===== src/hw/sac_pkg.sv =====
package sac_pkg;
  // =====================================================
  // clock and timing
  localparam int CLK_MHZ = 100;
  localparam int DEB_NS = 200;
  localparam int DEB_CYC = (DEB_NS * CLK_MHZ + 999) / 1000;
  localparam int CONV_STEP_NS = 800;
  localparam int CONV_STEP_CYC = (CONV_STEP_NS * CLK_MHZ) / 1000;
  // =====================================================
  // converter and command layout
  localparam int RES_W = 12;
  localparam int WORD_W = 16;
  localparam int CNT_W = 5;
  localparam logic [3:0] CMD_PDOWN = 4'hE;
  localparam logic [3:0] CMD_LAST_EXT = 4'hA;
  localparam logic [1:0] LEN_8 = 2'h1;
  localparam logic [1:0] LEN_16 = 2'h3;
  localparam logic [1:0] LEN_RST = 2'h0;
  localparam logic [CNT_W-1:0] BITS_8 = 5'h08;
  localparam logic [CNT_W-1:0] BITS_12 = 5'h0C;
  localparam logic [CNT_W-1:0] BITS_16 = 5'h10;
  localparam logic [CNT_W-1:0] ADDR_EDGE = 5'h04;
  localparam logic [CNT_W-1:0] LEN_EDGE = 5'h06;
  localparam logic [CNT_W-1:0] CMD_EDGE = 5'h08;
  localparam logic [RES_W-1:0] RES_RST = 12'h000;
  localparam logic [WORD_W-1:0] WORD_RST = 16'h0000;
  // sync vector positions
  localparam int SY_CS = 0;
  localparam int SY_CLK = 1;
  localparam int SY_DIN = 2;
  localparam int SY_CMP = 3;
  localparam logic [3:0] SY_RST = 4'h1;
endpackage


===== src/hw/sac_ctrl.sv =====
`timescale 1ns/100ps
// Function
// chip select high releases data output
// debounced high select freezes internal state
// debounced low select resets the device
// host keeps clock low after select
// abort keeps old result for next cycle
// host normally keeps chip select low
// command 1110 powers down at fourth fall
// power down: no conversion, result kept
// serial logic runs through power down cycle
// power-on state is power down
// other command wakes and converts after cycle
// codes 0 to 10 pick external channels
// codes 11 to 13 pick test voltages
// selector breaks before it makes
// sample from fourth fall to last fall
// twelve bits decided msb to lsb
// above trip gives 0, weight dropped
// result saturates at both references
// length 01 is 8, 11 is 16
// end flag high in reset, low converting
// steps paced by internal conversion clock
module sac_ctrl #(
  parameter int DEB_CYCLES = sac_pkg::DEB_CYC,
  parameter int STEP_CYCLES = sac_pkg::CONV_STEP_CYC
) (
  // clock and reset
  input wire logic sys_clk,
  input wire logic rstn,
  // host serial pins
  input wire logic cs_n,
  input wire logic io_clk,
  input wire logic data_in,
  output logic data_out,
  output logic data_out_oe,
  output logic eoc,
  // analog front end
  input wire logic cmp_above,
  output logic [3:0] mux_sel,
  output logic mux_connect,
  output logic sample_close,
  output logic [sac_pkg::RES_W-1:0] trial_weights,
  output logic power_down
);
  import sac_pkg::*;

  logic [3:0] sy1_r;
  logic [3:0] sy2_r;
  logic clk_d_r;
  logic cs_low_r;
  logic [$clog2(DEB_CYCLES+1)-1:0] deb_r;
  logic dev_rst;
  logic rise;
  logic fall;
  logic [CNT_W-1:0] cnt_r;
  logic [CNT_W-1:0] cnt_nxt;
  logic [CNT_W-1:0] last_cnt;
  logic [7:0] cmd_r;
  logic [1:0] len_r;
  logic lsb_r;
  logic bip_r;
  logic pd_r;
  logic sel_pend_r;
  logic [3:0] mux_sel_r;
  logic mux_con_r;
  logic samp_r;
  logic eoc_r;
  logic conv_start;
  logic sar_busy;
  logic sar_done;
  logic [RES_W-1:0] sar_res;
  logic [WORD_W-1:0] word_r;
  logic [WORD_W-1:0] sh_r;

  // =====================================================
  // pin synchronisers: first stage read only by the second
  always_ff @(posedge sys_clk) begin
    if (!rstn) begin
      sy1_r <= SY_RST;
      sy2_r <= SY_RST;
      clk_d_r <= 1'b0;
    end else begin
      sy1_r <= {cmp_above, data_in, io_clk, cs_n};
      sy2_r <= sy1_r;
      clk_d_r <= sy2_r[SY_CLK];
    end
  end

  // release the shared line as soon as select is seen high
  assign data_out_oe = ~sy2_r[SY_CS];

  // =====================================================
  // select debounce: level must hold for the full interval
  always_ff @(posedge sys_clk) begin
    if (!rstn) begin
      deb_r <= '0;
      cs_low_r <= 1'b0;
    end else if (sy2_r[SY_CS] == cs_low_r) begin
      if (deb_r == DEB_CYCLES[$bits(deb_r)-1:0] - 1'b1) begin
        deb_r <= '0;
        cs_low_r <= ~sy2_r[SY_CS];
      end else begin
        deb_r <= deb_r + 1'b1;
      end
    end else begin
      deb_r <= '0;
    end
  end

  // device reset on the debounced falling select
  assign dev_rst = ~cs_low_r & ~sy2_r[SY_CS] & (deb_r == DEB_CYCLES[$bits(deb_r)-1:0] - 1'b1);
  // host clock ignored while debounced high or while converting
  assign rise = sy2_r[SY_CLK] & ~clk_d_r & cs_low_r & ~sar_busy;
  assign fall = ~sy2_r[SY_CLK] & clk_d_r & cs_low_r & ~sar_busy;
  assign cnt_nxt = cnt_r + 1'b1;

  // cycle length from the field seen so far
  always_comb begin
    case (len_r)
      LEN_8: last_cnt = BITS_8;
      LEN_16: last_cnt = BITS_16;
      default: last_cnt = BITS_12;
    endcase
  end

  assign conv_start = fall & (cnt_nxt == last_cnt) & ~pd_r;

  // =====================================================
  // command shift and edge count
  always_ff @(posedge sys_clk) begin
    if (!rstn || dev_rst) begin
      cnt_r <= '0;
      cmd_r <= '0;
    end else begin
      if (rise && cnt_r < CMD_EDGE) begin
        cmd_r <= {cmd_r[6:0], sy2_r[SY_DIN]};
      end
      if (fall) begin
        // full-length cycle runs even when it selected power down
        cnt_r <= (cnt_nxt == last_cnt) ? '0 : cnt_nxt;
      end
    end
  end

  // length and output options latched at their edges
  always_ff @(posedge sys_clk) begin
    if (!rstn || dev_rst) begin
      len_r <= LEN_RST;
    end else if (fall && cnt_nxt == LEN_EDGE) begin
      len_r <= cmd_r[1:0];
    end else if (conv_start || (fall && cnt_nxt == last_cnt)) begin
      len_r <= len_r;
    end
  end

  always_ff @(posedge sys_clk) begin
    if (!rstn) begin
      lsb_r <= 1'b0;
      bip_r <= 1'b0;
    end else if (fall && cnt_nxt == CMD_EDGE) begin
      lsb_r <= cmd_r[1];
      bip_r <= cmd_r[0];
    end
  end

  // =====================================================
  // power down: entered on fourth fall, left by any other address
  always_ff @(posedge sys_clk) begin
    if (!rstn) begin
      pd_r <= 1'b1;
    end else if (fall && cnt_nxt == ADDR_EDGE) begin
      pd_r <= (cmd_r[3:0] == CMD_PDOWN);
    end
  end

  // =====================================================
  // input selector: open switch, change address, then close
  always_ff @(posedge sys_clk) begin
    if (!rstn) begin
      sel_pend_r <= 1'b0;
      mux_sel_r <= '0;
      mux_con_r <= 1'b0;
      samp_r <= 1'b0;
    end else if (dev_rst || conv_start) begin
      sel_pend_r <= 1'b0;
      mux_con_r <= 1'b0;
      samp_r <= 1'b0;
    end else if (fall && cnt_nxt == ADDR_EDGE && cmd_r[3:0] != CMD_PDOWN) begin
      sel_pend_r <= 1'b1;
      mux_con_r <= 1'b0;
    end else if (sel_pend_r && !mux_con_r && mux_sel_r != cmd_r[3:0]) begin
      mux_sel_r <= cmd_r[3:0];
    end else if (sel_pend_r) begin
      sel_pend_r <= 1'b0;
      mux_con_r <= 1'b1;
      samp_r <= 1'b1;
    end
  end

  // =====================================================
  // end flag: low from sample hold until result latched
  always_ff @(posedge sys_clk) begin
    if (!rstn || dev_rst || sar_done) begin
      eoc_r <= 1'b1;
    end else if (conv_start) begin
      eoc_r <= 1'b0;
    end
  end

  // formatted output word: sign flip, truncation, bit order
  function automatic logic [WORD_W-1:0] fmt(input logic [RES_W-1:0] res, input logic [1:0] len,
                                            input logic lsb, input logic bip);
    logic [WORD_W-1:0] w;
    logic [WORD_W-1:0] rev;
    logic [CNT_W-1:0] n;
    w = {res[RES_W-1] ^ bip, res[RES_W-2:0], 4'h0};
    n = (len == LEN_8) ? BITS_8 : (len == LEN_16) ? BITS_16 : BITS_12;
    for (int i = 0; i < WORD_W; i++) begin
      rev[i] = w[WORD_W-1-i];
    end
    if (lsb) begin
      w = rev << (BITS_16 - n);
    end
    return w;
  endfunction

  // =====================================================
  // result buffer and output shifter
  always_ff @(posedge sys_clk) begin
    if (!rstn) begin
      word_r <= WORD_RST;
    end else if (sar_done) begin
      word_r <= fmt(sar_res, len_r, lsb_r, bip_r);
    end
  end

  always_ff @(posedge sys_clk) begin
    if (!rstn) begin
      sh_r <= WORD_RST;
    end else if (sar_done) begin
      sh_r <= fmt(sar_res, len_r, lsb_r, bip_r);
    end else if (dev_rst) begin
      // aborted conversion leaves the older word to shift out
      sh_r <= word_r;
    end else if (conv_start) begin
      sh_r <= WORD_RST; // output forced low while converting
    end else if (fall && cnt_nxt == last_cnt && pd_r) begin
      sh_r <= word_r; // a power down cycle leaves the buffered word to shift out again
    end else if (fall) begin
      sh_r <= {sh_r[WORD_W-2:0], 1'b0};
    end
  end

  // =====================================================
  // approximation engine
  sac_sar #(
    .WIDTH(RES_W),
    .STEP_CYC(STEP_CYCLES)
  ) u_sar (
    .sys_clk(sys_clk),
    .rstn(rstn),
    .start(conv_start),
    .abort(dev_rst),
    .cmp_above(sy2_r[SY_CMP]),
    .busy(sar_busy),
    .done(sar_done),
    .trial_r(trial_weights),
    .result_r(sar_res)
  );

  assign data_out = sh_r[WORD_W-1];
  assign eoc = eoc_r;
  assign mux_sel = mux_sel_r;
  assign mux_connect = mux_con_r;
  assign sample_close = samp_r;
  assign power_down = pd_r;

  // =====================================================
  // checks
  property p_release;
    @(posedge sys_clk) disable iff (!rstn) sy2_r[SY_CS] |-> !data_out_oe;
  endproperty
  a_release: assert property (p_release) else $error("output driven while deselected");

  property p_frozen;
    @(posedge sys_clk) disable iff (!rstn)
      (!cs_low_r && $past(!cs_low_r)) |-> ($stable(cnt_r) && $stable(cmd_r));
  endproperty
  a_frozen: assert property (p_frozen) else $error("state changed while deselected");

  property p_cs_reset;
    @(posedge sys_clk) disable iff (!rstn) $rose(cs_low_r) |-> (cnt_r == '0 && eoc_r);
  endproperty
  a_cs_reset: assert property (p_cs_reset) else $error("select did not reset the device");

  property p_abort_keep;
    @(posedge sys_clk) disable iff (!rstn) (dev_rst && sar_busy) |=> (sh_r == word_r && !sar_busy);
  endproperty
  a_abort_keep: assert property (p_abort_keep) else $error("abort lost the buffered result");

  property p_pd_enter;
    @(posedge sys_clk) disable iff (!rstn)
      (fall && cnt_nxt == ADDR_EDGE && cmd_r[3:0] == CMD_PDOWN) |=> pd_r;
  endproperty
  a_pd_enter: assert property (p_pd_enter) else $error("power down not entered");

  property p_pd_idle;
    @(posedge sys_clk) disable iff (!rstn) (pd_r && !sar_busy) |=> (!sar_busy && $stable(word_r));
  endproperty
  a_pd_idle: assert property (p_pd_idle) else $error("conversion while powered down");

  property p_wake;
    @(posedge sys_clk) disable iff (!rstn)
      (fall && cnt_nxt == ADDR_EDGE && cmd_r[3:0] != CMD_PDOWN) |=> !pd_r;
  endproperty
  a_wake: assert property (p_wake) else $error("valid address did not wake");

  property p_bbm;
    @(posedge sys_clk) disable iff (!rstn) $changed(mux_sel_r) |-> (!mux_con_r && !$past(mux_con_r));
  endproperty
  a_bbm: assert property (p_bbm) else $error("selector switched while connected");

  property p_hold;
    @(posedge sys_clk) disable iff (!rstn) conv_start |=> (!samp_r && !mux_con_r && !eoc_r);
  endproperty
  a_hold: assert property (p_hold) else $error("sample not held at last fall");

  property p_eoc_up;
    @(posedge sys_clk) disable iff (!rstn) sar_done |=> (eoc_r && sh_r == word_r);
  endproperty
  a_eoc_up: assert property (p_eoc_up) else $error("end flag not raised on completion");
endmodule


===== src/hw/sac_sar.sv =====
`timescale 1ns/100ps
module sac_sar #(
  parameter int WIDTH = 12,
  parameter int STEP_CYC = 80
) (
  // clock and reset
  input wire logic sys_clk,
  input wire logic rstn,
  // control
  input wire logic start,
  input wire logic abort,
  input wire logic cmp_above,
  // status and result
  output logic busy,
  output logic done,
  output logic [WIDTH-1:0] trial_r,
  output logic [WIDTH-1:0] result_r
);
  import sac_pkg::*;

  logic [$clog2(STEP_CYC+1)-1:0] div_r;
  logic [$clog2(WIDTH)-1:0] idx_r;
  logic busy_r;
  logic done_r;
  logic tick;
  logic [WIDTH-1:0] trial_nxt;

  // =====================================================
  // conversion clock: divider held clear while idle, counts only while busy, independent of host clock
  assign tick = (div_r == STEP_CYC[$bits(div_r)-1:0] - 1'b1);
  always_ff @(posedge sys_clk) begin
    if (!rstn || !busy_r || tick) begin
      div_r <= '0;
    end else begin
      div_r <= div_r + 1'b1;
    end
  end

  // decision: node above trip records 0 and drops the weight, else keep 1
  always_comb begin
    trial_nxt = trial_r;
    trial_nxt[idx_r] = ~cmp_above;
    if (idx_r != '0) begin
      trial_nxt[idx_r - 1'b1] = 1'b1;
    end
  end

  // =====================================================
  // one bit per conversion clock step, msb first
  always_ff @(posedge sys_clk) begin
    if (!rstn || abort) begin
      busy_r <= 1'b0;
      done_r <= 1'b0;
      idx_r <= '0;
      trial_r <= '0;
    end else if (start) begin
      busy_r <= 1'b1;
      done_r <= 1'b0;
      idx_r <= ($bits(idx_r))'(WIDTH - 1);
      trial_r <= {1'b1, {(WIDTH-1){1'b0}}};
    end else if (busy_r && tick) begin
      trial_r <= trial_nxt;
      idx_r <= idx_r - 1'b1;
      busy_r <= (idx_r != '0);
      done_r <= (idx_r == '0);
    end else begin
      done_r <= 1'b0;
    end
  end

  // result only replaced by a finished conversion; saturation falls out of the search
  always_ff @(posedge sys_clk) begin
    if (!rstn) begin
      result_r <= '0;
    end else if (busy_r && tick && idx_r == '0) begin
      result_r <= trial_nxt;
    end
  end

  assign busy = busy_r;
  assign done = done_r;

  property p_sar_zero;
    @(posedge sys_clk) disable iff (!rstn || abort)
      (busy_r && tick && cmp_above) |=> (trial_r[$past(idx_r)] == 1'b0);
  endproperty
  a_sar_zero: assert property (p_sar_zero) else $error("decision above trip did not record zero");

  property p_sar_len;
    @(posedge sys_clk) disable iff (!rstn || abort)
      (start && !busy_r) |=> busy_r [*8];
  endproperty
  a_sar_len: assert property (p_sar_len) else $error("conversion ended too early");
endmodule


===== config.mk =====
export PLATFORM = sky130hd
export DESIGN_NAME = sac_ctrl
export DESIGN_NICKNAME = d
export VERILOG_FILES = /design/src/hw/sac_pkg.sv /design/src/hw/sac_ctrl.sv /design/src/hw/sac_sar.sv
export SDC_FILE = /design/constraint.sdc
export NUM_CORES = 1
export LEC_CHECK = 0
export ABC_AREA = 1
export BUFFER_PORTS_ARGS = -buffer_cell sky130_fd_sc_hd__buf_2
export CAP_MARGIN = 5
export CORE_MARGIN = 4
export CORE_UTILIZATION = 40
export CTS_CLUSTER_DIAMETER = 120
export DETAILED_ROUTE_END_ITERATION = 6
export PLACE_DENSITY_LB_ADDON = 0.08
export SYNTH_ARGS = -nofsm -noshare
export SYNTH_HDL_FRONTEND = slang
export SYNTH_HIERARCHICAL = 1
export SYNTH_SLANG_ARGS = --single-unit

===== constraint.sdc =====
create_clock -name sys_clk -period 2.3 [get_ports sys_clk]
set_clock_uncertainty 0.2 [all_clocks]
set_input_delay 0.23 -clock sys_clk [delete_from_list [all_inputs] [get_ports sys_clk]]
set_output_delay 0.23 -clock sys_clk [all_outputs]
set_load 0.02 [all_outputs]

==> metrics.txt, run 1 <==
Synth async-reset ratio=0; Tightest Hold Check Type=in2reg; Hold Path Depth=3; die area=15300 µm²; number of nets still failing antenna checks after routing=0; Netlist cell types=43; Hold Fails Final Rpt=0; FF+latch count, synth=106; placed wire-length estimate=9.65 mm; part of the Yosys area used for sequential elements=0.397; synthesized-area fraction occupied by and/or/nand/nor cells=0.292; Placer Congestion=0.876; initial DRC count=407; average cell area after synthesis=7.18 µm²; remaining global-route overflow=0; dominant combinational cell family by area after synthesis=simple AND/OR/NAND/NOR gates; startpoint type of the worst setup path=flop; floorplan die width=124 µm; Yosys warning total=6; maximum number of pins on one net before global-route repair=33; area delta synth->final=13.3%; Setup TNS=0 ns; critical path class=reg2reg; largest fanout of any net on the critical path=6; cell total after placement=938; setup-violating endpoint count in the final report=0; number of maximum-capacitance violations=0; worst voltage drop across the vdd grid=0.328 mV; Post-synth top flop=sky130_fd_sc_hd__dfxtp_1; number of diodes added for antenna fixing=0; clock root buffer=sky130_fd_sc_hd__clkbuf_16; arrival time worst endpoint=2.16 ns; synthesized netlist cell count=745; antenna violations before repair=0; Max Clk Rate=482 MHz; H-tree levels=3; post-route insts no fill=958; Synth Area in XOR/XNOR=0.0164; mux cell area share after synthesis=0; Final Routed Wirelength=13.0 mm; measured slew at the worst slew-check pin=0.482 ns; Num Clock Sinks=106; maximum clock path buffer count=2; Post-Synthesis Net Count=765; final routed wire length divided by cell count=13.6 µm; Chip Height=124 µm; most used cell, CP=sky130_fd_sc_hd__nand2_2; fin nets=801; Final period util=0.903; I/O pin count=28; number of flops mapped to enable cells by yosys=0; DP Worst Slack=0.0936 ns; length of the first detailed-routing pass in iterations=5; max-slew violations=0; Crit path required time=2.38 ns; final worst path period need=2.08 ns; via count of the first global-routing pass=4595; smallest setup slack after layout=0.224 ns; Total GRT Usage=0.182; CP peak stage delay=0.34 ns; Power Density=578 nW/µm²; Synth Area in Compound Gates=0.150; placeable core region=12900 µm²; CTS clock-pin slew for the worst setup and hold paths=0.07 ns; number of buffers created by CTS=9; mapped cell area=5350 µm²; floorplan row count=41; wire length of the first global-routing pass=22.3 mm; initial core utilization=0.415; total power after layout=3.50 mW; postcts setup bufs=0; average via count per standard cell=5.08; IO Port Bufs=27; clock tree from TritonCTS=built; share of layout cells above drive strength 1=0.137; number of fillers in the final layout=1322; number of design rule violations left after detail routing=0; Worst Setup End Kind=flop; adder-cell area share of the yosys netlist=0.0328; leakage power total=2.60 nW; worst slew slack as a fraction of its limit=0.678; list of cells traversed by the critical path=ha_1 -> nand2_2 -> o21bai_2 -> nand2_2 -> nand2_2 -> nand2_4 -> nand3_2 -> inv_1 -> nor2_2 -> buf_4 -> o21ai_0 -> a21oi_1; cell with the largest stage delay on the worst path=sky130_fd_sc_hd__dfxtp_1; Worst R2R Path Depth=12; result of the run=completed; source-to-sink clock delay at the later pin of the worst-skew pair=0.35 ns; total number of vias=4870
==> path summary, 6_finish.rpt <==
check	slack [ns]	to	start
setup / recovery	0.22	u_sar/idx_r[2]$_SDFFE_PP0P_	cnt_r[1]$_SDFFE_PP0P_
hold / removal	0.04	clk_d_r$_SDFF_PN0_	rstn
setup reg to reg	0.22	u_sar/idx_r[2]$_SDFFE_PP0P_	cnt_r[1]$_SDFFE_PP0P_
hold reg to reg	0.22	sy2_r[0]$_SDFF_PN1_	sy1_r[0]$_SDFF_PN1_
==> timing repair <==
item                       CTS  global route
gates resized for setup      0             9
setup endpoints to repair    0            23
hold endpoints to repair     4             0
hold buffers                 4             0
==> layout make-up <==
type	instances	area (µm²)	area share
clock buffer	9	225	0.0372
clock inverter	7	77.6	0.0128
timing repair buffer	52	345	0.0570
multi-input combinational	500	2640	0.436
inverter	112	428	0.0706
tap	172	215	0.0355
sequential	106	2120	0.350
==> cells in the final DEF (no fill, tap or decap), types with 4 or more instances in the layout <==
cell,count
sky130_fd_sc_hd__nor3_1,6
sky130_fd_sc_hd__nor2_1,91
sky130_fd_sc_hd__a21oi_1,49
sky130_fd_sc_hd__ha_1,14
sky130_fd_sc_hd__a31oi_1,4
sky130_fd_sc_hd__nand2_4,5
sky130_fd_sc_hd__o22ai_1,4
sky130_fd_sc_hd__nand2_2,6
sky130_fd_sc_hd__nand3_2,5
sky130_fd_sc_hd__nor2_2,7
sky130_fd_sc_hd__o211ai_1,8
sky130_fd_sc_hd__xor2_1,7
sky130_fd_sc_hd__dfxtp_1,106
sky130_fd_sc_hd__nand3b_1,7
sky130_fd_sc_hd__clkbuf_16,9
sky130_fd_sc_hd__nand2_1,125
sky130_fd_sc_hd__nand4_1,15
sky130_fd_sc_hd__o21ai_0,49
sky130_fd_sc_hd__o21ai_1,7
sky130_fd_sc_hd__inv_1,101
sky130_fd_sc_hd__nand3_1,59
sky130_fd_sc_hd__buf_2,27
sky130_fd_sc_hd__o221ai_1,10
sky130_fd_sc_hd__dlygate4sd3_1,4
sky130_fd_sc_hd__buf_4,20
sky130_fd_sc_hd__inv_2,9
==> metrics by stage <==
step                cell area, µm²  utilization  hold WS (ns)
floorplan                     5350            -         0.128
detailed placement            5680        0.441         0.206
global placement              5680        0.441         0.196
CTS                           6020        0.468        0.0361
finish                        6060        0.470        0.0411
global route                  6060        0.470        0.0858
==> critical path: cells and delay by family, from the launching register on <==
kind / cells / cell delay (ns)
compound gates: 3 / 0.35
buf+inv: 2 / 0.24
simple gates: 6 / 0.68
fa+ha+maj: 1 / 0.22
flops: 1 / 0.34
==> registers in the layout, indices dropped and copies added (netlist names), 2 cells and up <==
signal          flops
cmd_r               4
cnt_r               5
deb_r               5
len_r               2
mux_sel             4
sh_r               16
sy1_r               4
sy2_r               4
u_sar/div_r         7
u_sar/idx_r         4
u_sar/result_r     12
u_sar/trial_r      12
word_r             16
==> cells by family (layout without fill, tap and decap cells) <==
group	Yosys count	after routing
buffers and inverters	139	180
adders and majority gates	14	14
xor gates and xnor gates	10	10
DFF	106	106
and+or+nand+nor	337	337
AOI/OAI and AO/OA	139	139
==> report_power, final <==
group	internal, mW	total, mW	switching (mW)
registers	1.84	1.85	0.00516
clock network	0.855	1.59	0.735
logic	0.0228	0.0641	0.0413
==> per-layer routing <==
| layer | GRT usage | wire, µm | up-vias |
|---|---|---|---|
| met5 | 0 | 0 | - |
| met4 | 0.0353 | 91 | 0 |
| met3 | 0.0427 | 511 | 7 |
| met2 | 0.292 | 5960 | 111 |
| met1 | 0.252 | 6460 | 2245 |
| li1 | - | - | 2507 |
==> synthesized netlist by cell type, types with 2 or more instances <==
master,instances,area [µm²]
sky130_fd_sc_hd__xnor2_1,3,26.3
sky130_fd_sc_hd__nor2_2,6,37.5
sky130_fd_sc_hd__or2_2,2,12.5
sky130_fd_sc_hd__nand3_1,59,295
sky130_fd_sc_hd__a211oi_1,2,15.0
sky130_fd_sc_hd__buf_4,4,30.0
sky130_fd_sc_hd__clkbuf_1,11,41.3
sky130_fd_sc_hd__buf_6,7,78.8
sky130_fd_sc_hd__a2111oi_1,2,20.0
sky130_fd_sc_hd__nor2_1,92,345
sky130_fd_sc_hd__nor2_4,3,33.8
sky130_fd_sc_hd__nand3b_1,7,52.6
sky130_fd_sc_hd__nor3_1,6,30.0
sky130_fd_sc_hd__ha_1,14,175
sky130_fd_sc_hd__nand2_2,5,31.3
sky130_fd_sc_hd__a31oi_1,4,25.0
sky130_fd_sc_hd__o221ai_1,10,87.6
sky130_fd_sc_hd__buf_2,4,20.0
sky130_fd_sc_hd__o211ai_1,8,60.1
sky130_fd_sc_hd__nand2_4,4,45.0
sky130_fd_sc_hd__nand3_2,5,50.1
sky130_fd_sc_hd__o22ai_1,4,25.0
sky130_fd_sc_hd__o21ai_0,49,245
sky130_fd_sc_hd__inv_1,101,379
sky130_fd_sc_hd__nand2_1,127,477
sky130_fd_sc_hd__inv_2,10,37.5
sky130_fd_sc_hd__o21ai_1,7,35.0
sky130_fd_sc_hd__a21oi_1,49,245
sky130_fd_sc_hd__nand4_1,15,93.8
sky130_fd_sc_hd__dfxtp_1,106,2120
sky130_fd_sc_hd__xor2_1,7,61.3
Power figures use the tool's default switching activity.
==> inputs of run 2 (changes only) <==
--- a/config.mk
+++ b/config.mk
@@ -8,6 +8,8 @@
 export ABC_AREA = 1
 export BUFFER_PORTS_ARGS = -buffer_cell sky130_fd_sc_hd__buf_2
 export CAP_MARGIN = 5
+export CELL_PAD_IN_SITES_DETAIL_PLACEMENT = 0
+export CELL_PAD_IN_SITES_GLOBAL_PLACEMENT = 1
 export CORE_MARGIN = 4
 export CORE_UTILIZATION = 40
 export CTS_CLUSTER_DIAMETER = 120
==> metrics.txt, run 2 (synthesized netlist as in run 1, its figures left out) <==
Chip Height=124 µm (unchanged); Worst Setup End Kind=flop (unchanged); max-slew violations=0 (unchanged); placeable core region=12900 µm² (unchanged); placed wire-length estimate=9.61 mm (was 9.65 mm); most frequent cells in the layout=126 x sky130_fd_sc_hd__nand2_1, 104 x sky130_fd_sc_hd__dfxtp_1, 100 x sky130_fd_sc_hd__inv_1 (was 125 x sky130_fd_sc_hd__nand2_1, 106 x sky130_fd_sc_hd__dfxtp_1, 101 x sky130_fd_sc_hd__inv_1); combinational group share of total power=0.019 (was 0.018); share of layout cells above drive strength 1=0.142 (was 0.137); Placer Congestion=0.884 (was 0.876); maximum number of pins on one net before global-route repair=27 (was 33); final routed wire length divided by cell count=13.6 µm (about the same); fraction of power consumed by sequential logic=0.546 (was 0.527); measured slew at the worst slew-check pin=0.459 ns (was 0.482 ns); worst voltage drop across the vdd grid=0.315 mV (was 0.328 mV); cell total after placement=940 (was 938); met2 Track Usage GR=0.284 (was 0.292); via count of the first global-routing pass=4567 (was 4595); clock tree from TritonCTS=built (unchanged); number of design rule violations left after detail routing=0 (unchanged); leakage power total=2.59 nW (was 2.60 nW); fin nets=804 (was 801); floorplan row count=41 (unchanged); global-route met3 utilization=0.0254 (was 0.0427); met1 Track Usage GR=0.256 (was 0.252); remaining global-route overflow=0 (unchanged); Setup TNS=0 ns (unchanged); H-tree levels=3 (unchanged); die area=15300 µm² (unchanged); worst slew slack as a fraction of its limit=0.694 (was 0.678); Total GRT Usage=0.183 (was 0.182); CP peak stage delay=0.40 ns (was 0.34 ns); list of cells traversed by the critical path=ha_1 -> inv_1 -> nand2_1 -> nand2_2 -> nand2_1 -> nand3_2 -> nor2_4 -> nand3_2 -> buf_4 -> nand4_4 -> nand2_1 -> nand2_1 -> nor2_1 (was ha_1 -> nand2_2 -> o21bai_2 -> nand2_2 -> nand2_2 -> nand2_4 -> nand3_2 -> inv_1 -> nor2_2 -> buf_4 -> o21ai_0 -> a21oi_1); setup-violating endpoint count in the final report=0 (unchanged); area delta synth->final=13.0% (was 13.3%); cell with the largest stage delay on the worst path=sky130_fd_sc_hd__dfxtp_2 (was sky130_fd_sc_hd__dfxtp_1); length of the first detailed-routing pass in iterations=5 (unchanged); clock share of power=0.435 (was 0.454); smallest setup slack after layout=0.197 ns (was 0.224 ns); Power Density=560 nW/µm² (was 578 nW/µm²); total internal power=2.60 mW (was 2.72 mW); largest registers=sh_r x16, word_r x16 (unchanged); number of buffers created by CTS=9 (unchanged); clock root buffer=sky130_fd_sc_hd__clkbuf_16 (unchanged); arrival time worst endpoint=2.16 ns (about the same); switching share of total power=0.230 (was 0.223); initial core utilization=0.415 (unchanged); Num Clock Sinks=106 (unchanged); result of the run=completed (unchanged); floorplan die width=124 µm (unchanged); initial DRC count=384 (was 407); Final Routed Wirelength=13.1 mm (was 13.0 mm); maximum clock path buffer count=2 (unchanged); critical path class=reg2reg (unchanged); Crit path required time=2.35 ns (was 2.38 ns); antenna violations before repair=0 (unchanged); Max Clk Rate=476 MHz (was 482 MHz); most crowded layer after global routing=met2 (unchanged); CTS clock-pin slew for the worst setup and hold paths=0.08 ns (was 0.07 ns); final worst path period need=2.10 ns (was 2.08 ns); P_sw=0.778 mW (was 0.781 mW); Tightest Hold Check Type=in2reg (unchanged); most common library cell in the layout ignoring fill and taps=sky130_fd_sc_hd__nand2_1 (unchanged); number of maximum-capacitance violations=0 (unchanged); DP Worst Slack=0.0754 ns (was 0.0936 ns); most used cell, CP=sky130_fd_sc_hd__nand2_1 (was sky130_fd_sc_hd__nand2_2); I/O pin count=28 (unchanged); post-route insts no fill=961 (was 958); startpoint type of the worst setup path=flop (unchanged); Final period util=0.914 (was 0.903); largest fanout of any net on the critical path=8 (was 6); IO Port Bufs=27 (unchanged); wire length of the first global-routing pass=22.2 mm (was 22.3 mm); Hold Fails Final Rpt=0 (unchanged); number of diodes added for antenna fixing=0 (unchanged); number of nets still failing antenna checks after routing=0 (unchanged); average via count per standard cell=5.04 (was 5.08); source-to-sink clock delay at the later pin of the worst-skew pair=0.36 ns (was 0.35 ns); total number of vias=4839 (was 4870)
run 2: cell types whose count changed in the layout (fill, tap and decap cells not counted), moves of 2 or more:
cell and delta:
sky130_fd_sc_hd__dfxtp_1 -2, sky130_fd_sc_hd__clkinv_4 +2, sky130_fd_sc_hd__dfxtp_2 +2, sky130_fd_sc_hd__buf_4 +4, sky130_fd_sc_hd__nor2_2 -2
run 2: layout make-up:
type / instances / area, µm²
Fill cell: 1322 / 6840
Multi-Input combinational cell: 500 / 2640
Sequential cell: 106 / 2120
Inverter: 112 / 428
Timing Repair Buffer: 55 / 355
Clock buffer: 9 / 225
Tap cell: 172 / 215
Clock inverter: 7 / 53.8
run 2: power groups by stage:
stage | sequential (mW) | combinational, mW | clock (mW)
detailed placement | 1.89 | 0.0578 | 0
global placement | 1.89 | 0.0579 | 0
global route | 1.85 | 0.0720 | 1.60
CTS | 1.85 | 0.0629 | 1.52
floorplan | 1.89 | 0.0373 | 0
finish | 1.85 | 0.0633 | 1.47
run 2: worst paths after layout:
path / slack [ns] / from / cells after the start / end
worst min register to register: 0.22 / sy1_r[0]$_SDFF_PN1_ / 1 / sy2_r[0]$_SDFF_PN1_
worst max-delay path: 0.20 / cnt_r[1]$_SDFFE_PP0P_ / 13 / mux_sel[2]$_SDFFE_PN0P_
worst max register to register: 0.20 / cnt_r[1]$_SDFFE_PP0P_ / 13 / mux_sel[2]$_SDFFE_PN0P_
worst min-delay path: 0.03 / rstn / 3 / u_sar/result_r[5]$_SDFFE_PN0P_
run 2: what timing repair did:
action,4_1_cts,5_1_grt
hold buffers,4,0
endpoints found under the hold margin,4,0
resized for setup,0,7
buffers inserted,0,1
setup endpoints to repair,0,33
run 2: per-layer routing:
| metal | up-vias | wire length, µm |
|---|---|---|
| met4 | 0 | 277 |
| met5 | - | 0 |
| met1 | 2197 | 6380 |
| li1 | 2505 | - |
| met2 | 119 | 5810 |
| met3 | 18 | 597 |
run 2: metrics by stage:
stage | utilization | total power [mW] | instance area, µm² | hold slack [ns]
6_report | 0.469 | 3.38 | 6040 | 0.0319
5_1_grt | 0.469 | 3.51 | 6040 | 0.0344
4_1_cts | 0.467 | 3.43 | 6010 | 0.0119
3_5_place_dp | 0.442 | 1.95 | 5700 | 0.202
3_3_place_gp | 0.442 | 1.95 | 5700 | 0.195
2_1_floorplan | - | 1.92 | 5350 | 0.128
run 2: critical path: cells and delay by family, from the launching register on:
family	cells	cell delay, ns
and+or+nand+nor	10	0.93
adders and majority gates	1	0.22
DFF	1	0.40
buffers and inverters	2	0.25
==> inputs of run 3 (changes only) <==
--- a/config.mk
+++ b/config.mk
@@ -8,7 +8,7 @@
 export ABC_AREA = 1
 export BUFFER_PORTS_ARGS = -buffer_cell sky130_fd_sc_hd__buf_2
 export CAP_MARGIN = 5
-export CELL_PAD_IN_SITES_DETAIL_PLACEMENT = 0
+export CELL_PAD_IN_SITES_DETAIL_PLACEMENT = 1
 export CELL_PAD_IN_SITES_GLOBAL_PLACEMENT = 1
 export CORE_MARGIN = 4
 export CORE_UTILIZATION = 40
==> metrics.txt, run 3 (synthesized netlist as in run 1, its figures left out) <==
result of the run=completed (unchanged); cell family with the largest share of critical-path delay=simple AND/OR/NAND/NOR gates (unchanged); Worst Setup End Kind=flop (unchanged); total number of vias=5019 (was 4839); area delta synth->final=14.6% (was 13.0%); source of the worst register-to-register timing path=deb_r[0]$_SDFF_PP0_ (was cnt_r[1]$_SDFFE_PP0P_); Final Routed Wirelength=14.8 mm (was 13.1 mm); length of the first detailed-routing pass in iterations=5 (unchanged); number of buffers created by CTS=9 (unchanged); Power Density=592 nW/µm² (was 560 nW/µm²); H-tree levels=3 (unchanged); Worst R2R Path Depth=13 (unchanged); number of fillers in the final layout=1681 (was 1322); most used cell, CP=sky130_fd_sc_hd__inv_1 (was sky130_fd_sc_hd__nand2_1); critical path class=reg2reg (unchanged); initial DRC count=266 (was 384); average via count per standard cell=5.22 (was 5.04); placeable core region=12900 µm² (unchanged); final routed wire length divided by cell count=15.4 µm (was 13.6 µm); IO Port Bufs=27 (unchanged); CP bufs+invs=5 (was 2); remaining global-route overflow=0 (unchanged); CTS clock-pin slew for the worst setup and hold paths=0.07 ns (was 0.08 ns); Hold Fails Final Rpt=0 (unchanged); standard cell area after detailed placement=5700 µm² (unchanged); Tightest Hold Check Type=in2reg (unchanged); R2R Path End=sh_r[1]$_SDFFE_PN0P_ (was mux_sel[2]$_SDFFE_PN0P_); Final period util=0.944 (was 0.914); leakage power total=2.63 nW (was 2.59 nW); floorplan row count=41 (unchanged); measured slew at the worst slew-check pin=0.470 ns (was 0.459 ns); Total GRT Usage=0.206 (was 0.183); fin nets=805 (was 804); number of nets still failing antenna checks after routing=0 (unchanged); Crit path required time=2.34 ns (was 2.35 ns); number of design rule violations left after detail routing=0 (unchanged); via count of the first global-routing pass=5226 (was 4567); Worst Hold Slack=0.0316 ns (was 0.0319 ns); wire length of the first global-routing pass=25.0 mm (was 22.2 mm); Max Clk Rate=461 MHz (was 476 MHz); smallest setup slack after layout=0.130 ns (was 0.197 ns); largest registers=sh_r x16, word_r x16 (unchanged); setup slack on the worst flop-to-flop path=0.13 ns (was 0.20 ns); setup-violating endpoint count in the final report=0 (unchanged); worst voltage drop across the vdd grid=0.361 mV (was 0.315 mV); startpoint type of the worst setup path=flop (unchanged); list of cells traversed by the critical path=ha_1 -> inv_1 -> nor2_1 -> inv_1 -> nor3_4 -> nand2_2 -> nand2_4 -> clkinvlp_4 -> buf_4 -> nand3_2 -> nand3_1 -> inv_1 -> a21oi_2 (was ha_1 -> inv_1 -> nand2_1 -> nand2_2 -> nand2_1 -> nand3_2 -> nor2_4 -> nand3_2 -> buf_4 -> nand4_4 -> nand2_1 -> nand2_1 -> nor2_1); I/O pin count=28 (unchanged); clock root buffer=sky130_fd_sc_hd__clkbuf_16 (unchanged); cell with the largest stage delay on the worst path=sky130_fd_sc_hd__dfxtp_2 (unchanged); die area=15300 µm² (unchanged); Chip Height=124 µm (unchanged); maximum number of pins on one net before global-route repair=27 (unchanged); most common library cell in the layout ignoring fill and taps=sky130_fd_sc_hd__nand2_1 (unchanged); worst slew slack as a fraction of its limit=0.686 (was 0.694); DP Worst Slack=-0.00167 ns (was 0.0754 ns); antenna violations before repair=0 (unchanged); clock tree from TritonCTS=built (unchanged); placed wire-length estimate=11.0 mm (was 9.61 mm); max-slew violations=0 (unchanged); CP peak stage delay=0.35 ns (was 0.40 ns); most frequent cells in the layout=125 x sky130_fd_sc_hd__nand2_1, 103 x sky130_fd_sc_hd__dfxtp_1, 98 x sky130_fd_sc_hd__inv_1 (was 126 x sky130_fd_sc_hd__nand2_1, 104 x sky130_fd_sc_hd__dfxtp_1, 100 x sky130_fd_sc_hd__inv_1); maximum clock path buffer count=2 (unchanged); final worst path period need=2.17 ns (was 2.10 ns); number of diodes added for antenna fixing=0 (unchanged); hold path startpoint=rstn (unchanged); number of maximum-capacitance violations=0 (unchanged); floorplan die width=124 µm (unchanged); initial core utilization=0.415 (unchanged); arrival time worst endpoint=2.21 ns (was 2.16 ns); share of layout cells above drive strength 1=0.151 (was 0.142); largest fanout of any net on the critical path=8 (unchanged); Hold Path Depth=3 (unchanged); Placer Congestion=0.884 (unchanged); source-to-sink clock delay at the later pin of the worst-skew pair=0.35 ns (was 0.36 ns); end of the worst hold path=u_sar/result_r[5]$_SDFFE_PN0P_ (unchanged); Num Clock Sinks=106 (unchanged); finished layout cell area=6130 µm² (was 6040 µm²)
run 3: changes by cell type in the layout (fill, tap and decap cells not counted), moves of 2 or more:
cell                         change
sky130_fd_sc_hd__bufinv_16       +2
sky130_fd_sc_hd__clkinvlp_4      -2
sky130_fd_sc_hd__inv_1           -2
sky130_fd_sc_hd__nand2_4         +2
run 3: where the power goes:
| part | internal, mW | total [mW] | leakage, nW | switching, mW |
|---|---|---|---|---|
| sequential | 1.84 | 1.84 | 0.857 | 0.00517 |
| combinational | 0.0221 | 0.0660 | 1.61 | 0.0439 |
| clock | 0.996 | 1.72 | 0.164 | 0.720 |
| total | 2.86 | 3.63 | 2.63 | 0.769 |
run 3: what timing repair did:
action,4_1_cts,5_1_grt
pin swaps,0,3
buffers inserted,0,2
setup endpoints to repair,10,33
hold endpoints to repair,4,0
hold buffers,4,0
gates cloned,0,0
resized for setup,2,14
run 3: worst reg2reg max path: stages, from the launching register on:
cell                         delay [ns]
sky130_fd_sc_hd__dfxtp_2           0.35
sky130_fd_sc_hd__ha_1              0.19
sky130_fd_sc_hd__inv_1             0.07
sky130_fd_sc_hd__nor2_1            0.10
sky130_fd_sc_hd__inv_1             0.09
sky130_fd_sc_hd__nor3_4            0.19
sky130_fd_sc_hd__nand2_2           0.13
sky130_fd_sc_hd__nand2_4           0.11
sky130_fd_sc_hd__clkinvlp_4        0.20
sky130_fd_sc_hd__buf_4             0.20
sky130_fd_sc_hd__nand3_2           0.06
sky130_fd_sc_hd__nand3_1           0.06
sky130_fd_sc_hd__inv_1             0.07
sky130_fd_sc_hd__a21oi_2           0.05
run 3: cell type report:
cell class | count | area, µm² | share of cell area
Sequential cell | 106 | 2130 | 0.347
Inverter | 112 | 432 | 0.0704
Clock buffer | 10 | 239 | 0.0390
Tap cell | 172 | 215 | 0.0351
Clock inverter | 6 | 95.1 | 0.0155
Timing Repair Buffer | 56 | 363 | 0.0592
Multi-Input combinational cell | 500 | 2660 | 0.433
run 3: worst max-delay path by stage:
stage                           from                        endpoint  slack, ns  depth (start not counted)
5_1_grt          deb_r[0]$_SDFF_PP0_            sh_r[1]$_SDFFE_PN0P_      -0.03                         13
4_1_cts          deb_r[0]$_SDFF_PP0_           sh_r[11]$_SDFFE_PN0P_       0.01                         13
2_1_floorplan  cnt_r[0]$_SDFFE_PP0P_  u_sar/trial_r[10]$_SDFFE_PP0P_       0.25                         14
3_3_place_gp   cnt_r[1]$_SDFFE_PP0P_  u_sar/trial_r[10]$_SDFFE_PP0P_        0.1                         14
6_report         deb_r[0]$_SDFF_PP0_            sh_r[1]$_SDFFE_PN0P_       0.13                         13
3_5_place_dp   cnt_r[1]$_SDFFE_PP0P_   u_sar/trial_r[9]$_SDFFE_PP0P_     -0.002                         14
run 3: routing by layer:
| layer | up-vias | wire [µm] | global-route usage |
|---|---|---|---|
| li1 | 2501 | - | - |
| met5 | - | 0 | 0 |
| met1 | 2423 | 6780 | 0.261 |
| met2 | 73 | 7270 | 0.350 |
| met3 | 22 | 501 | 0.0454 |
| met4 | 0 | 269 | 0.0651 |
run 3: stage by stage:
stage,setup TNS [ns],power (mW),instances,utilization
2_1_floorplan,0,1.92,745,-
5_1_grt,-0.0332,3.78,962,0.476
3_3_place_gp,0,1.95,940,0.442
3_5_place_dp,-0.00167,1.95,940,0.442
4_1_cts,0,3.69,960,0.472
6_report,0,3.63,962,0.476
